## config.mk

```make
export PLATFORM = sky130hd
export DESIGN_NAME = cswt_top
export DESIGN_NICKNAME = d
export VERILOG_FILES = /design/src/hw/cswt_pkg.sv /design/src/hw/cswt_timer.sv /design/src/hw/cswt_top.sv
export SDC_FILE = /design/constraint.sdc
export NUM_CORES = 1
export LEC_CHECK = 0
export BUFFER_PORTS_ARGS = -buffer_cell sky130_fd_sc_hd__buf_2
export CORE_MARGIN = 2
export CORE_UTILIZATION = 60
export DETAILED_ROUTE_END_ITERATION = 16
export PLACE_DENSITY = 0.81
export SYNTH_ARGS = -nofsm -noshare
export SYNTH_HDL_FRONTEND = slang
export SYNTH_SLANG_ARGS = --single-unit
export TNS_END_PERCENT = 50
```

## constraint.sdc

```tcl
create_clock -name clk_sys -period 8 [get_ports clk_sys]
set_input_delay 1.6 -clock clk_sys [delete_from_list [all_inputs] [get_ports clk_sys]]
set_output_delay 1.6 -clock clk_sys [all_outputs]
set_load 0.005 [all_outputs]
```

## src/hw/cswt_pkg.sv

```systemverilog
// package: constants, types and decoders of the cyclic sense and wake timers
package cswt_pkg;
   localparam int CLK_KHZ      = 10000;
   localparam int BASE_TIME_US = 100;
   localparam int BASE_CYC     = BASE_TIME_US * CLK_KHZ / 1000;
   localparam int FILT_TIME_US = 16;
   localparam int FILT_CYC     = (FILT_TIME_US * CLK_KHZ + 999) / 1000;
   localparam logic [7:0] FILT_LAST = 8'(FILT_CYC - 1);
   localparam int N_HS  = 4;
   localparam int N_WK  = 3;
   localparam int N_TMR = 2;

   localparam logic [2:0] PER_10MS  = 3'h0;
   localparam logic [2:0] PER_20MS  = 3'h1;
   localparam logic [2:0] PER_50MS  = 3'h2;
   localparam logic [2:0] PER_100MS = 3'h3;
   localparam logic [2:0] PER_200MS = 3'h4;
   localparam logic [2:0] PER_1S    = 3'h5;
   localparam logic [2:0] PER_2S    = 3'h6;
   localparam int P10_US  = 10000;
   localparam int P20_US  = 20000;
   localparam int P50_US  = 50000;
   localparam int P100_US = 100000;
   localparam int P200_US = 200000;
   localparam int P1S_US  = 1000000;
   localparam int P2S_US  = 2000000;

   localparam logic [2:0] ON_OFF_LOW  = 3'h0;
   localparam logic [2:0] ON_100US    = 3'h1;
   localparam logic [2:0] ON_300US    = 3'h2;
   localparam logic [2:0] ON_1MS      = 3'h3;
   localparam logic [2:0] ON_10MS     = 3'h4;
   localparam logic [2:0] ON_20MS     = 3'h5;
   localparam logic [2:0] ON_OFF_HIGH = 3'h6;
   localparam int O100_US = 100;
   localparam int O300_US = 300;
   localparam int O1M_US  = 1000;
   localparam int O10M_US = 10000;
   localparam int O20M_US = 20000;

   localparam logic [1:0] MAP_NONE = 2'h0;
   localparam logic [1:0] MAP_T1   = 2'h1;
   localparam logic [1:0] MAP_T2   = 2'h2;

   typedef enum logic [1:0] {
      MODE_NORMAL   = 2'b00,
      MODE_STOP     = 2'b01,
      MODE_SLEEP    = 2'b10,
      MODE_FAILSAFE = 2'b11
   } cswt_mode_e;

   typedef struct packed {
      logic [2:0] period;
      logic [2:0] ontime;
   } cswt_tmr_cfg_s;

   typedef struct packed {
      logic ovc;
      logic ovt;
      logic uv;
      logic ov;
   } cswt_hs_flt_s;

   function automatic logic [14:0] per_ticks(input logic [2:0] c);
      case (c)
         PER_10MS:  per_ticks = 15'(P10_US / BASE_TIME_US);
         PER_20MS:  per_ticks = 15'(P20_US / BASE_TIME_US);
         PER_50MS:  per_ticks = 15'(P50_US / BASE_TIME_US);
         PER_100MS: per_ticks = 15'(P100_US / BASE_TIME_US);
         PER_200MS: per_ticks = 15'(P200_US / BASE_TIME_US);
         PER_1S:    per_ticks = 15'(P1S_US / BASE_TIME_US);
         default:   per_ticks = 15'(P2S_US / BASE_TIME_US);
      endcase
   endfunction

   function automatic logic [14:0] on_ticks(input logic [2:0] c);
      case (c)
         ON_100US: on_ticks = 15'(O100_US / BASE_TIME_US);
         ON_300US: on_ticks = 15'(O300_US / BASE_TIME_US);
         ON_1MS:   on_ticks = 15'(O1M_US / BASE_TIME_US);
         ON_10MS:  on_ticks = 15'(O10M_US / BASE_TIME_US);
         ON_20MS:  on_ticks = 15'(O20M_US / BASE_TIME_US);
         default:  on_ticks = 15'h0000;
      endcase
   endfunction

   function automatic logic on_used(input logic [2:0] c);
      on_used = (on_ticks(c) != 15'h0000);
   endfunction

   // picks the timer signal that a map code selects
   function automatic logic pick(input logic [1:0] m, input logic [1:0] v);
      case (m)
         MAP_T1:  pick = v[0];
         MAP_T2:  pick = v[1];
         default: pick = 1'b0;
      endcase
   endfunction
endpackage

```

## src/hw/cswt_timer.sv

```systemverilog
// one periodic timer: period counter with on-time window
`timescale 1ns/10ps
`default_nettype none
module cswt_timer #(
   parameter int TICK_CYC = cswt_pkg::BASE_CYC
) (
   input  wire logic                    clk_sys,
   input  wire logic                    rst_n,
   input  wire logic                    start,
   input  wire cswt_pkg::cswt_tmr_cfg_s cfg,
   output logic                         on_lvl,
   output logic                         on_start,
   output logic                         on_end,
   output logic                         first
);
   import cswt_pkg::*;
   localparam logic [15:0] PRE_LAST = 16'(TICK_CYC - 1);
   logic [15:0] pre_r, pre_nxt;
   logic [14:0] cnt_r, cnt_nxt, cnt_inc, per_t, on_t;
   logic        run_r, run_nxt, on_r, on_nxt, sp_r, sp_nxt;
   logic        ep_r, ep_nxt, fst_r, fst_nxt, tick, last;

   always_comb begin
      per_t   = per_ticks(cfg.period);
      on_t    = on_ticks(cfg.ontime);
      tick    = run_r && (pre_r == PRE_LAST);
      cnt_inc = 15'(cnt_r + 15'h0001);
      last    = (cnt_inc >= per_t);
      pre_nxt = pre_r;
      cnt_nxt = cnt_r;
      run_nxt = run_r;
      on_nxt  = on_r;
      sp_nxt  = 1'b0;
      ep_nxt  = 1'b0;
      fst_nxt = sp_r ? 1'b0 : fst_r;
      if (start) begin
         pre_nxt = 16'h0000;
         cnt_nxt = 15'h0000;
         run_nxt = 1'b1;
         on_nxt  = on_used(cfg.ontime);
         sp_nxt  = 1'b1;
         fst_nxt = 1'b1;
      end else if (run_r) begin
         pre_nxt = tick ? 16'h0000 : 16'(pre_r + 16'h0001);
         if (tick) begin
            cnt_nxt = last ? 15'h0000 : cnt_inc;
            sp_nxt  = last;
            ep_nxt  = on_r && ((cnt_inc == on_t) || last);
            if (last) begin
               on_nxt = on_used(cfg.ontime);
            end else if (cnt_inc == on_t) begin
               on_nxt = 1'b0;
            end
         end
      end
   end

   always_ff @(posedge clk_sys or negedge rst_n) begin
      if (!rst_n) begin
         pre_r <= 16'h0000;
         cnt_r <= 15'h0000;
         run_r <= 1'b0;
         on_r  <= 1'b0;
         sp_r  <= 1'b0;
         ep_r  <= 1'b0;
         fst_r <= 1'b0;
      end else begin
         pre_r <= pre_nxt;
         cnt_r <= cnt_nxt;
         run_r <= run_nxt;
         on_r  <= on_nxt;
         sp_r  <= sp_nxt;
         ep_r  <= ep_nxt;
         fst_r <= fst_nxt;
      end
   end

   assign on_lvl   = on_r;
   assign on_start = sp_r;
   assign on_end   = ep_r;
   assign first    = fst_r;
endmodule
`default_nettype wire

```

## src/hw/cswt_top.sv

```systemverilog
// top: two cyclic sense / cyclic wake timers with driver, wake and fault logic
`timescale 1ns/10ps
`default_nettype none
module cswt_top #(
   parameter int TICK_CYC = cswt_pkg::BASE_CYC
) (
   input  wire logic                                    clk_sys,
   input  wire logic                                    rst_n,
   input  wire cswt_pkg::cswt_mode_e                    mode,
   input  wire cswt_pkg::cswt_tmr_cfg_s                 first_timer_control,
   input  wire logic                                    first_timer_wr,
   input  wire cswt_pkg::cswt_tmr_cfg_s                 second_timer_control,
   input  wire logic                                    second_timer_wr,
   input  wire logic [cswt_pkg::N_HS-1:0][1:0]          highside_map_control_a,
   input  wire logic [cswt_pkg::N_WK-1:0][1:0]          wake_sense_map,
   input  wire logic [cswt_pkg::N_TMR-1:0]              wake_source_control,
   input  wire logic                                    uvov_shutdown_en,
   input  wire cswt_pkg::cswt_hs_flt_s [cswt_pkg::N_HS-1:0] hs_fault,
   input  wire logic [cswt_pkg::N_HS-1:0]               hs_fault_clr,
   input  wire logic [cswt_pkg::N_WK-1:0]               wake_input_pin,
   input  wire logic [cswt_pkg::N_WK-1:0]               wake_status_a_clr,
   input  wire logic [cswt_pkg::N_TMR-1:0]              wake_status_b_clr,
   input  wire logic                                    spi_fail_clr,
   input  wire logic                                    sleep_req,
   output logic [cswt_pkg::N_HS-1:0]                    highside_driver,
   output logic [cswt_pkg::N_HS-1:0]                    hs_fault_off,
   output logic [cswt_pkg::N_WK-1:0]                    wake_status_a,
   output logic [cswt_pkg::N_TMR-1:0]                   wake_status_b,
   output logic [cswt_pkg::N_WK-1:0]                    wake_level_status,
   output logic                                         spi_fail,
   output logic                                         irq_n,
   output logic                                         main_regulator_wake
);
   import cswt_pkg::*;

   cswt_tmr_cfg_s [N_TMR-1:0] tcfg;
   logic [N_TMR-1:0] t_wr, t_on, t_start, t_end, t_first, t_hi, tw_evt, bad_wr;
   logic             fs, awake;

   assign tcfg = {second_timer_control, first_timer_control};
   assign t_wr = {second_timer_wr, first_timer_wr};
   assign fs    = (mode == MODE_FAILSAFE);
   assign awake = (mode == MODE_NORMAL) || (mode == MODE_STOP);

   for (genvar g = 0; g < N_TMR; g++) begin : g_tmr
      cswt_timer #(
         .TICK_CYC (TICK_CYC)
      ) u_tmr (
         .clk_sys  (clk_sys),
         .rst_n    (rst_n),
         .start    (t_wr[g]),
         .cfg      (tcfg[g]),
         .on_lvl   (t_on[g]),
         .on_start (t_start[g]),
         .on_end   (t_end[g]),
         .first    (t_first[g])
      );
   end

   // wake input synchronisers and sampling channels
   logic [N_WK-1:0]      s1_r, s2_r, s3_r, lvl_r, s1_nxt, s2_nxt, s3_nxt, lvl_nxt;
   logic [N_WK-1:0]      fact_r, fact_nxt, flvl_r, flvl_nxt, ref_r, ref_nxt;
   logic [N_WK-1:0]      refv_r, refv_nxt, lvst_r, lvst_nxt, flga_r, flga_nxt;
   logic [N_WK-1:0]      cyc, done, wk_evt;
   logic [N_WK-1:0][7:0] fcnt_r, fcnt_nxt;

   always_comb begin
      s1_nxt = wake_input_pin;
      s2_nxt = s1_r;
      s3_nxt = s2_r;
      for (int i = 0; i < N_WK; i++) begin
         lvl_nxt[i]  = (s2_r[i] == s3_r[i]) ? s3_r[i] : lvl_r[i];
         cyc[i]      = (wake_sense_map[i] != MAP_NONE) && !fs;
         done[i]     = 1'b0;
         wk_evt[i]   = 1'b0;
         fact_nxt[i] = fact_r[i];
         fcnt_nxt[i] = fcnt_r[i];
         flvl_nxt[i] = flvl_r[i];
         ref_nxt[i]  = ref_r[i];
         refv_nxt[i] = refv_r[i];
         lvst_nxt[i] = lvst_r[i];
         if (!cyc[i]) begin
            fact_nxt[i] = 1'b0;
            refv_nxt[i] = 1'b0;
            ref_nxt[i]  = lvl_r[i];
            lvst_nxt[i] = lvl_r[i];
            wk_evt[i]   = fs && (wake_sense_map[i] != MAP_NONE) && (lvl_r[i] != ref_r[i]);
         end else if (pick(wake_sense_map[i], t_end)) begin
            fact_nxt[i] = 1'b1;
            fcnt_nxt[i] = 8'h00;
            flvl_nxt[i] = lvl_r[i];
         end else if (fact_r[i]) begin
            if (lvl_r[i] != flvl_r[i]) begin
               fact_nxt[i] = 1'b0;
            end else if (fcnt_r[i] == FILT_LAST) begin
               done[i]     = 1'b1;
               fact_nxt[i] = 1'b0;
               ref_nxt[i]  = flvl_r[i];
               refv_nxt[i] = 1'b1;
               lvst_nxt[i] = flvl_r[i];
               wk_evt[i]   = refv_r[i] && (flvl_r[i] != ref_r[i]);
            end else begin
               fcnt_nxt[i] = 8'(fcnt_r[i] + 8'h01);
            end
         end
         flga_nxt[i] = (flga_r[i] && !wake_status_a_clr[i]) || wk_evt[i];
      end
   end

   always_ff @(posedge clk_sys or negedge rst_n) begin
      if (!rst_n) begin
         s1_r   <= '0;
         s2_r   <= '0;
         s3_r   <= '0;
         lvl_r  <= '0;
         fact_r <= '0;
         fcnt_r <= '0;
         flvl_r <= '0;
         ref_r  <= '0;
         refv_r <= '0;
         lvst_r <= '0;
         flga_r <= '0;
      end else begin
         s1_r   <= s1_nxt;
         s2_r   <= s2_nxt;
         s3_r   <= s3_nxt;
         lvl_r  <= lvl_nxt;
         fact_r <= fact_nxt;
         fcnt_r <= fcnt_nxt;
         flvl_r <= flvl_nxt;
         ref_r  <= ref_nxt;
         refv_r <= refv_nxt;
         lvst_r <= lvst_nxt;
         flga_r <= flga_nxt;
      end
   end

   // drivers, faults, timer flags, interrupt and restart request
   logic [N_HS-1:0]  flt_r, flt_nxt, drv_r, drv_nxt, flt_evt, src;
   logic [N_TMR-1:0] flgb_r, flgb_nxt;
   logic             sf_r, sf_nxt, irq_n_r, irq_n_nxt, rw_r, rw_nxt;

   always_comb begin
      for (int t = 0; t < N_TMR; t++) begin
         t_hi[t]   = (tcfg[t].ontime == ON_OFF_HIGH);
         tw_evt[t] = wake_source_control[t] && t_start[t] && !t_first[t] && awake;
         bad_wr[t] = t_wr[t] && on_used(tcfg[t].ontime)
                     && (on_ticks(tcfg[t].ontime) > per_ticks(tcfg[t].period));
      end
      flgb_nxt  = (flgb_r & ~wake_status_b_clr) | tw_evt;
      sf_nxt    = (sf_r && !spi_fail_clr) || (|bad_wr);
      irq_n_nxt = !(awake && ((|wk_evt) || (|tw_evt)));
      rw_nxt    = (!awake && (|wk_evt)) || (sleep_req && ((|flga_r) || (|flgb_r)));
      for (int h = 0; h < N_HS; h++) begin
         flt_evt[h] = !fs && (hs_fault[h].ovc || hs_fault[h].ovt
                      || (uvov_shutdown_en && (hs_fault[h].uv || hs_fault[h].ov)));
         flt_nxt[h] = (flt_r[h] && !hs_fault_clr[h]) || flt_evt[h];
         src[h]     = pick(highside_map_control_a[h], t_on | t_hi);
         drv_nxt[h] = !fs && !flt_r[h] && !flt_evt[h] && src[h];
      end
   end

   always_ff @(posedge clk_sys or negedge rst_n) begin
      if (!rst_n) begin
         flt_r   <= '0;
         drv_r   <= '0;
         flgb_r  <= '0;
         sf_r    <= 1'b0;
         irq_n_r <= 1'b1;
         rw_r    <= 1'b0;
      end else begin
         flt_r   <= flt_nxt;
         drv_r   <= drv_nxt;
         flgb_r  <= flgb_nxt;
         sf_r    <= sf_nxt;
         irq_n_r <= irq_n_nxt;
         rw_r    <= rw_nxt;
      end
   end

   assign highside_driver     = drv_r;
   assign hs_fault_off        = flt_r;
   assign wake_status_a       = flga_r;
   assign wake_status_b       = flgb_r;
   assign wake_level_status   = lvst_r;
   assign spi_fail            = sf_r;
   assign irq_n               = irq_n_r;
   assign main_regulator_wake = rw_r;

   property p_start;
      @(posedge clk_sys) disable iff (!rst_n) first_timer_wr |=> t_start[0] && t_first[0];
   endproperty
   a_start: assert property (p_start) else $error("timer did not start on write");

   property p_sfail;
      @(posedge clk_sys) disable iff (!rst_n) bad_wr[0] |=> spi_fail;
   endproperty
   a_sfail: assert property (p_sfail) else $error("failure flag not set");

   property p_offhi;
      @(posedge clk_sys) disable iff (!rst_n)
         (!fs && highside_map_control_a[0] == MAP_T1 && t_hi[0] && !flt_r[0] && !flt_evt[0])
         |=> highside_driver[0];
   endproperty
   a_offhi: assert property (p_offhi) else $error("off-high level not driven");

   property p_ref;
      @(posedge clk_sys) disable iff (!rst_n) (done[0] && !refv_r[0]) |-> !wk_evt[0];
   endproperty
   a_ref: assert property (p_ref) else $error("first sample caused a wake");

   property p_filt;
      @(posedge clk_sys) disable iff (!rst_n) done[0] |-> $past(fact_r[0], 159);
   endproperty
   a_filt: assert property (p_filt) else $error("sample taken before filter end");

   property p_flag;
      @(posedge clk_sys) disable iff (!rst_n) wk_evt[0] |=> wake_status_a[0];
   endproperty
   a_flag: assert property (p_flag) else $error("wake flag not set");

   property p_lvl;
      @(posedge clk_sys) disable iff (!rst_n)
         (cyc[0] && !done[0] && awake) |=> $stable(wake_level_status[0]);
   endproperty
   a_lvl: assert property (p_lvl) else $error("level status moved between samples");

   property p_irq;
      @(posedge clk_sys) disable iff (!rst_n)
         (wk_evt[0] && mode == MODE_STOP) |=> !irq_n ##1 irq_n || !irq_n;
   endproperty
   a_irq: assert property (p_irq) else $error("no interrupt in stop mode");

   property p_fs;
      @(posedge clk_sys) disable iff (!rst_n) fs [*2] |-> highside_driver == '0;
   endproperty
   a_fs: assert property (p_fs) else $error("driver on in fail-safe");

   property p_flt;
      @(posedge clk_sys) disable iff (!rst_n)
         flt_evt[0] |=> !highside_driver[0] && hs_fault_off[0];
   endproperty
   a_flt: assert property (p_flt) else $error("driver not shut off on fault");

   property p_sleep;
      @(posedge clk_sys) disable iff (!rst_n)
         (sleep_req && (|wake_status_a)) |=> main_regulator_wake;
   endproperty
   a_sleep: assert property (p_sleep) else $error("sleep not refused with pending flag");

   property p_cwake;
      @(posedge clk_sys) disable iff (!rst_n)
         (t_start[0] && t_first[0] && wk_evt == '0 && !tw_evt[1]) |=> irq_n;
   endproperty
   a_cwake: assert property (p_cwake) else $error("interrupt on first on-time");

   property p_drvon;
      @(posedge clk_sys) disable iff (!rst_n)
         (!fs && highside_map_control_a[0] == MAP_T1 && t_on[0] && !flt_r[0] && !flt_evt[0])
         |=> highside_driver[0];
   endproperty
   a_drvon: assert property (p_drvon) else $error("driver off during on-time");

   property p_wsb;
      @(posedge clk_sys) disable iff (!rst_n) tw_evt[0] |=> wake_status_b[0];
   endproperty
   a_wsb: assert property (p_wsb) else $error("cyclic wake flag not set");

   property p_cwirq;
      @(posedge clk_sys) disable iff (!rst_n) tw_evt[0] |=> !irq_n;
   endproperty
   a_cwirq: assert property (p_cwirq) else $error("no cyclic wake interrupt");

   property p_slpwk;
      @(posedge clk_sys) disable iff (!rst_n)
         (wk_evt[0] && mode == MODE_SLEEP) |=> main_regulator_wake;
   endproperty
   a_slpwk: assert property (p_slpwk) else $error("no regulator wake in sleep");

   property p_sfail2;
      @(posedge clk_sys) disable iff (!rst_n) bad_wr[1] |=> spi_fail;
   endproperty
   a_sfail2: assert property (p_sfail2) else $error("failure flag not set for timer 2");

   property p_chg;
      @(posedge clk_sys) disable iff (!rst_n)
         (cyc[0] && done[0] && refv_r[0] && (flvl_r[0] != ref_r[0])) |-> wk_evt[0];
   endproperty
   a_chg: assert property (p_chg) else $error("level change gave no wake");

   property p_flghold;
      @(posedge clk_sys) disable iff (!rst_n)
         (wake_status_a[0] && !wake_status_a_clr[0]) |=> wake_status_a[0];
   endproperty
   a_flghold: assert property (p_flghold) else $error("wake flag lost without clear");
endmodule
`default_nettype wire

```

==> flow_summary.ini <==
[setup_path]
end_kind = flip-flop
crit_fanout = 12
cp.required_ns = 8.31
start_kind = primary input
path_class = primary input to flip-flop
cp.arrival_ns = 4.46

[timing]
finalSetupViolCount = 0
period_needed_ns = 4.15
tightestPinTransition_ns = 1.03
fin_setup_tns_ns = 0
slew_headroom = 0.312
timing.fmax_mhz = 241
min_period_over_period = 0.519
holdWs_ns = 0.347
slew_viol_final = 0
hold_viol = 0
rsz0062_at_grt = no
fin_worst_skew_ns = 0.00738
final.setup.worst_slack_ns = 3.85

[clocking]
numClockSinks = 136
insertion_delay_ns = 0.42
cts_resized = 0
root_buffer = clkbuf_16
cts_hold_buf = 0
path_clk_slew_ns = 0.06
numCtsBuffers = 17
tritoncts = built
cts_max_level = 4
post_cts_buffers = 0
clk_path_buf_depth = 2

[job]
cap_violations = 0

[logic_synthesis]
ys_seq_area_frac = 0.384
synth_xor_area_frac = 0.0916
synth_edf_count = 0
ys.flop_type = dfrtp_1
synth_compound_area_frac = 0.141
async_reset_ff_frac = 1.00
yosys.area_share.simple = 0.226
syn_area_per_cell_um2 = 9.24
yosys.area_share.adder = 0.0965
ys_top_cells_by_area = dfrtp_1 38%, ha_1 9.3%, xor2_1 4.8%
synth_top_area_share = 0.381
synthDistinctLibCells = 84
synth_nets = 1090
yosys_warnings = 0
synth_top_family_by_area = simple AND/OR/NAND/NOR gates
yosysTopAreaCell = dfrtp_1
synth-seq-cells = 136
synth_mux_area_frac = 0.0117
postSynthCellCount = 959
synthesis.area_um2 = 8860

[final_layout]
multi_input_area_um2 = 5020
layout-drive-gt1-share = 0.137
syn_to_final_growth_pct = 12.0
diodes = 0
register_area_um2 = 3400
final_nets = 1150
nFillCells = 1141

[die]
core_um2 = 14500
die_y_um = 126
fp.dieArea_um2 = 15800
initial_core_util = 0.612
ios = 84
die_w_um = 126
rows = 44

[routing]
drt_wl_total_mm = 20.0
drtIter0Drc = 634
drt_pass1_iterations = 7
wl_per_cell_um = 16.4
viasPerCell = 5.90
ant_nets = 0
drc_errors = 0
via_count = 7179

[place]
gp_congestion = 0.882
port_buffers = 83
dp_hpwl_mm = 14.4
post-place-ws_ns = 3.49

[power]
p_sw_uw = 435
vdd_drop_max_mv = 0.162
comb_power_share = 0.117
power_frac_clock = 0.461
finalPower_uw = 1730
power.internal_uw = 1300
pwr-share-seq = 0.422
leakage_uw = 0.00482
power_density_nw_per_um2 = 174
switching_share = 0.251

[outcome]
status = finished clean

[global_routing]
grt.overflow.total = 0
grt_pass1_vias = 6845
grt_pass1_wl_mm = 33.5
grt_start_max_net_pins = 83
grtUsageTotal = 0.262
antenna_found_initial = 0

[min_path]
hold_path.class = flip-flop to flip-flop
Yosys cell counts (8+ instances only):
master	count
a21o_1	9
a21oi_1	31
a22o_1	14
a22oi_1	8
and2_1	10
and3_1	24
and4_1	9
buf_2	13
clkbuf_1	23
dfrtp_1	135
ha_1	66
inv_1	61
nand2_1	71
nand2b_1	15
nand3_1	45
nand4_1	25
nor2_1	85
nor2b_1	10
nor3_1	28
o21a_1	16
o21ai_0	32
o22ai_1	13
o31ai_1	9
xnor2_1	34
xor2_1	49
through the flow:
step                instance area [um2]  std cells   util
floorplan                          8860        959      -
global placement                   9320       1184  0.643
detailed placement                 9320       1184  0.643
CTS                                9930       1216  0.686
global route                       9930       1216  0.686
finish                             9930       1216  0.686
cells in the final DEF (no fill, tap or decap), drive strengths merged, types with 8 or more instances in the layout:
cell,count
inv,64
dfrtp,135
a22oi,8
nor2b,11
a21o,9
ha,66
nand2b,15
a21oi,31
and3,24
and4,9
o21ai,33
nand4,28
nor2,85
clkbuf,23
nor3,29
buf,84
nand3,45
xor2,49
nand2,71
xnor2,35
o31ai,9
o21a,16
and2,10
nor4,8
o22ai,13
a22o,14
worst max-delay path, stage by stage:
cell and delay [ns]:
buf_2 0.15, ha_1 0.26, inv_1 0.17, o21ai_0 0.15
ha_1 0.29, o21ai_0 0.08, a31oi_1 0.16, o31a_1 0.14
o211ai_1 0.11, a32oi_1 0.77, nor2_1 0.26, a22o_1 0.31
final timing paths:
check                                        start                  endpoint  slack (ns)  cells past startpoint
min in group asynchronous                    rst_n                   s3_r[0]        1.20                      1
max reg2reg                g_tmr[1].u_tmr.cnt_r[0]  g_tmr[1].u_tmr.cnt_r[11]        4.11                     13
min                                        s1_r[1]                   s2_r[1]        0.35                      0
min reg2reg                                s1_r[1]                   s2_r[1]        0.35                      0
max in group asynchronous                    rst_n                 fcnt_r[6]        5.60                      2
max                         first_timer_control[4]   g_tmr[0].u_tmr.cnt_r[2]        3.85                     12
layout make-up:
type                            instances  share of cell area
Inverter                               62              0.0234
Tap cell                              184              0.0232
Multi-Input combinational cell        718               0.506
Clock buffer                           23              0.0502
Timing Repair Buffer                   84              0.0432
Sequential cell                       136               0.343
Clock inverter                          9              0.0113
per-layer routing:
metal | share of wire | track usage
met1 | 0.46 | 0.358
met2 | 0.47 | 0.426
met3 | 0.056 | 0.0484
met4 | 0.018 | 0.0824
met5 | 0 | 0
cell families after synthesis:
kind of cell	after synthesis
simple gates	374
compound gates	178
flops	136
buf+inv	105
xor+xnor	87
fa+ha+maj	69
mux	10
power groups by stage:
stage	clock, uW	combinational [uW]	sequential, uW
finish	798	202	732
global route	840	228	735
CTS	806	204	732
detailed placement	0	202	743
global placement	0	197	742
floorplan	0	134	735
registers in the layout, summed over array words and instances (netlist names), 4 cells and up:
signal,count
highside_driver,4
hs_fault_off,4
g_tmr.u_tmr.cnt_r,30
fcnt_r,24
g_tmr.u_tmr.pre_r,32
Power figures use the tool's default switching activity.
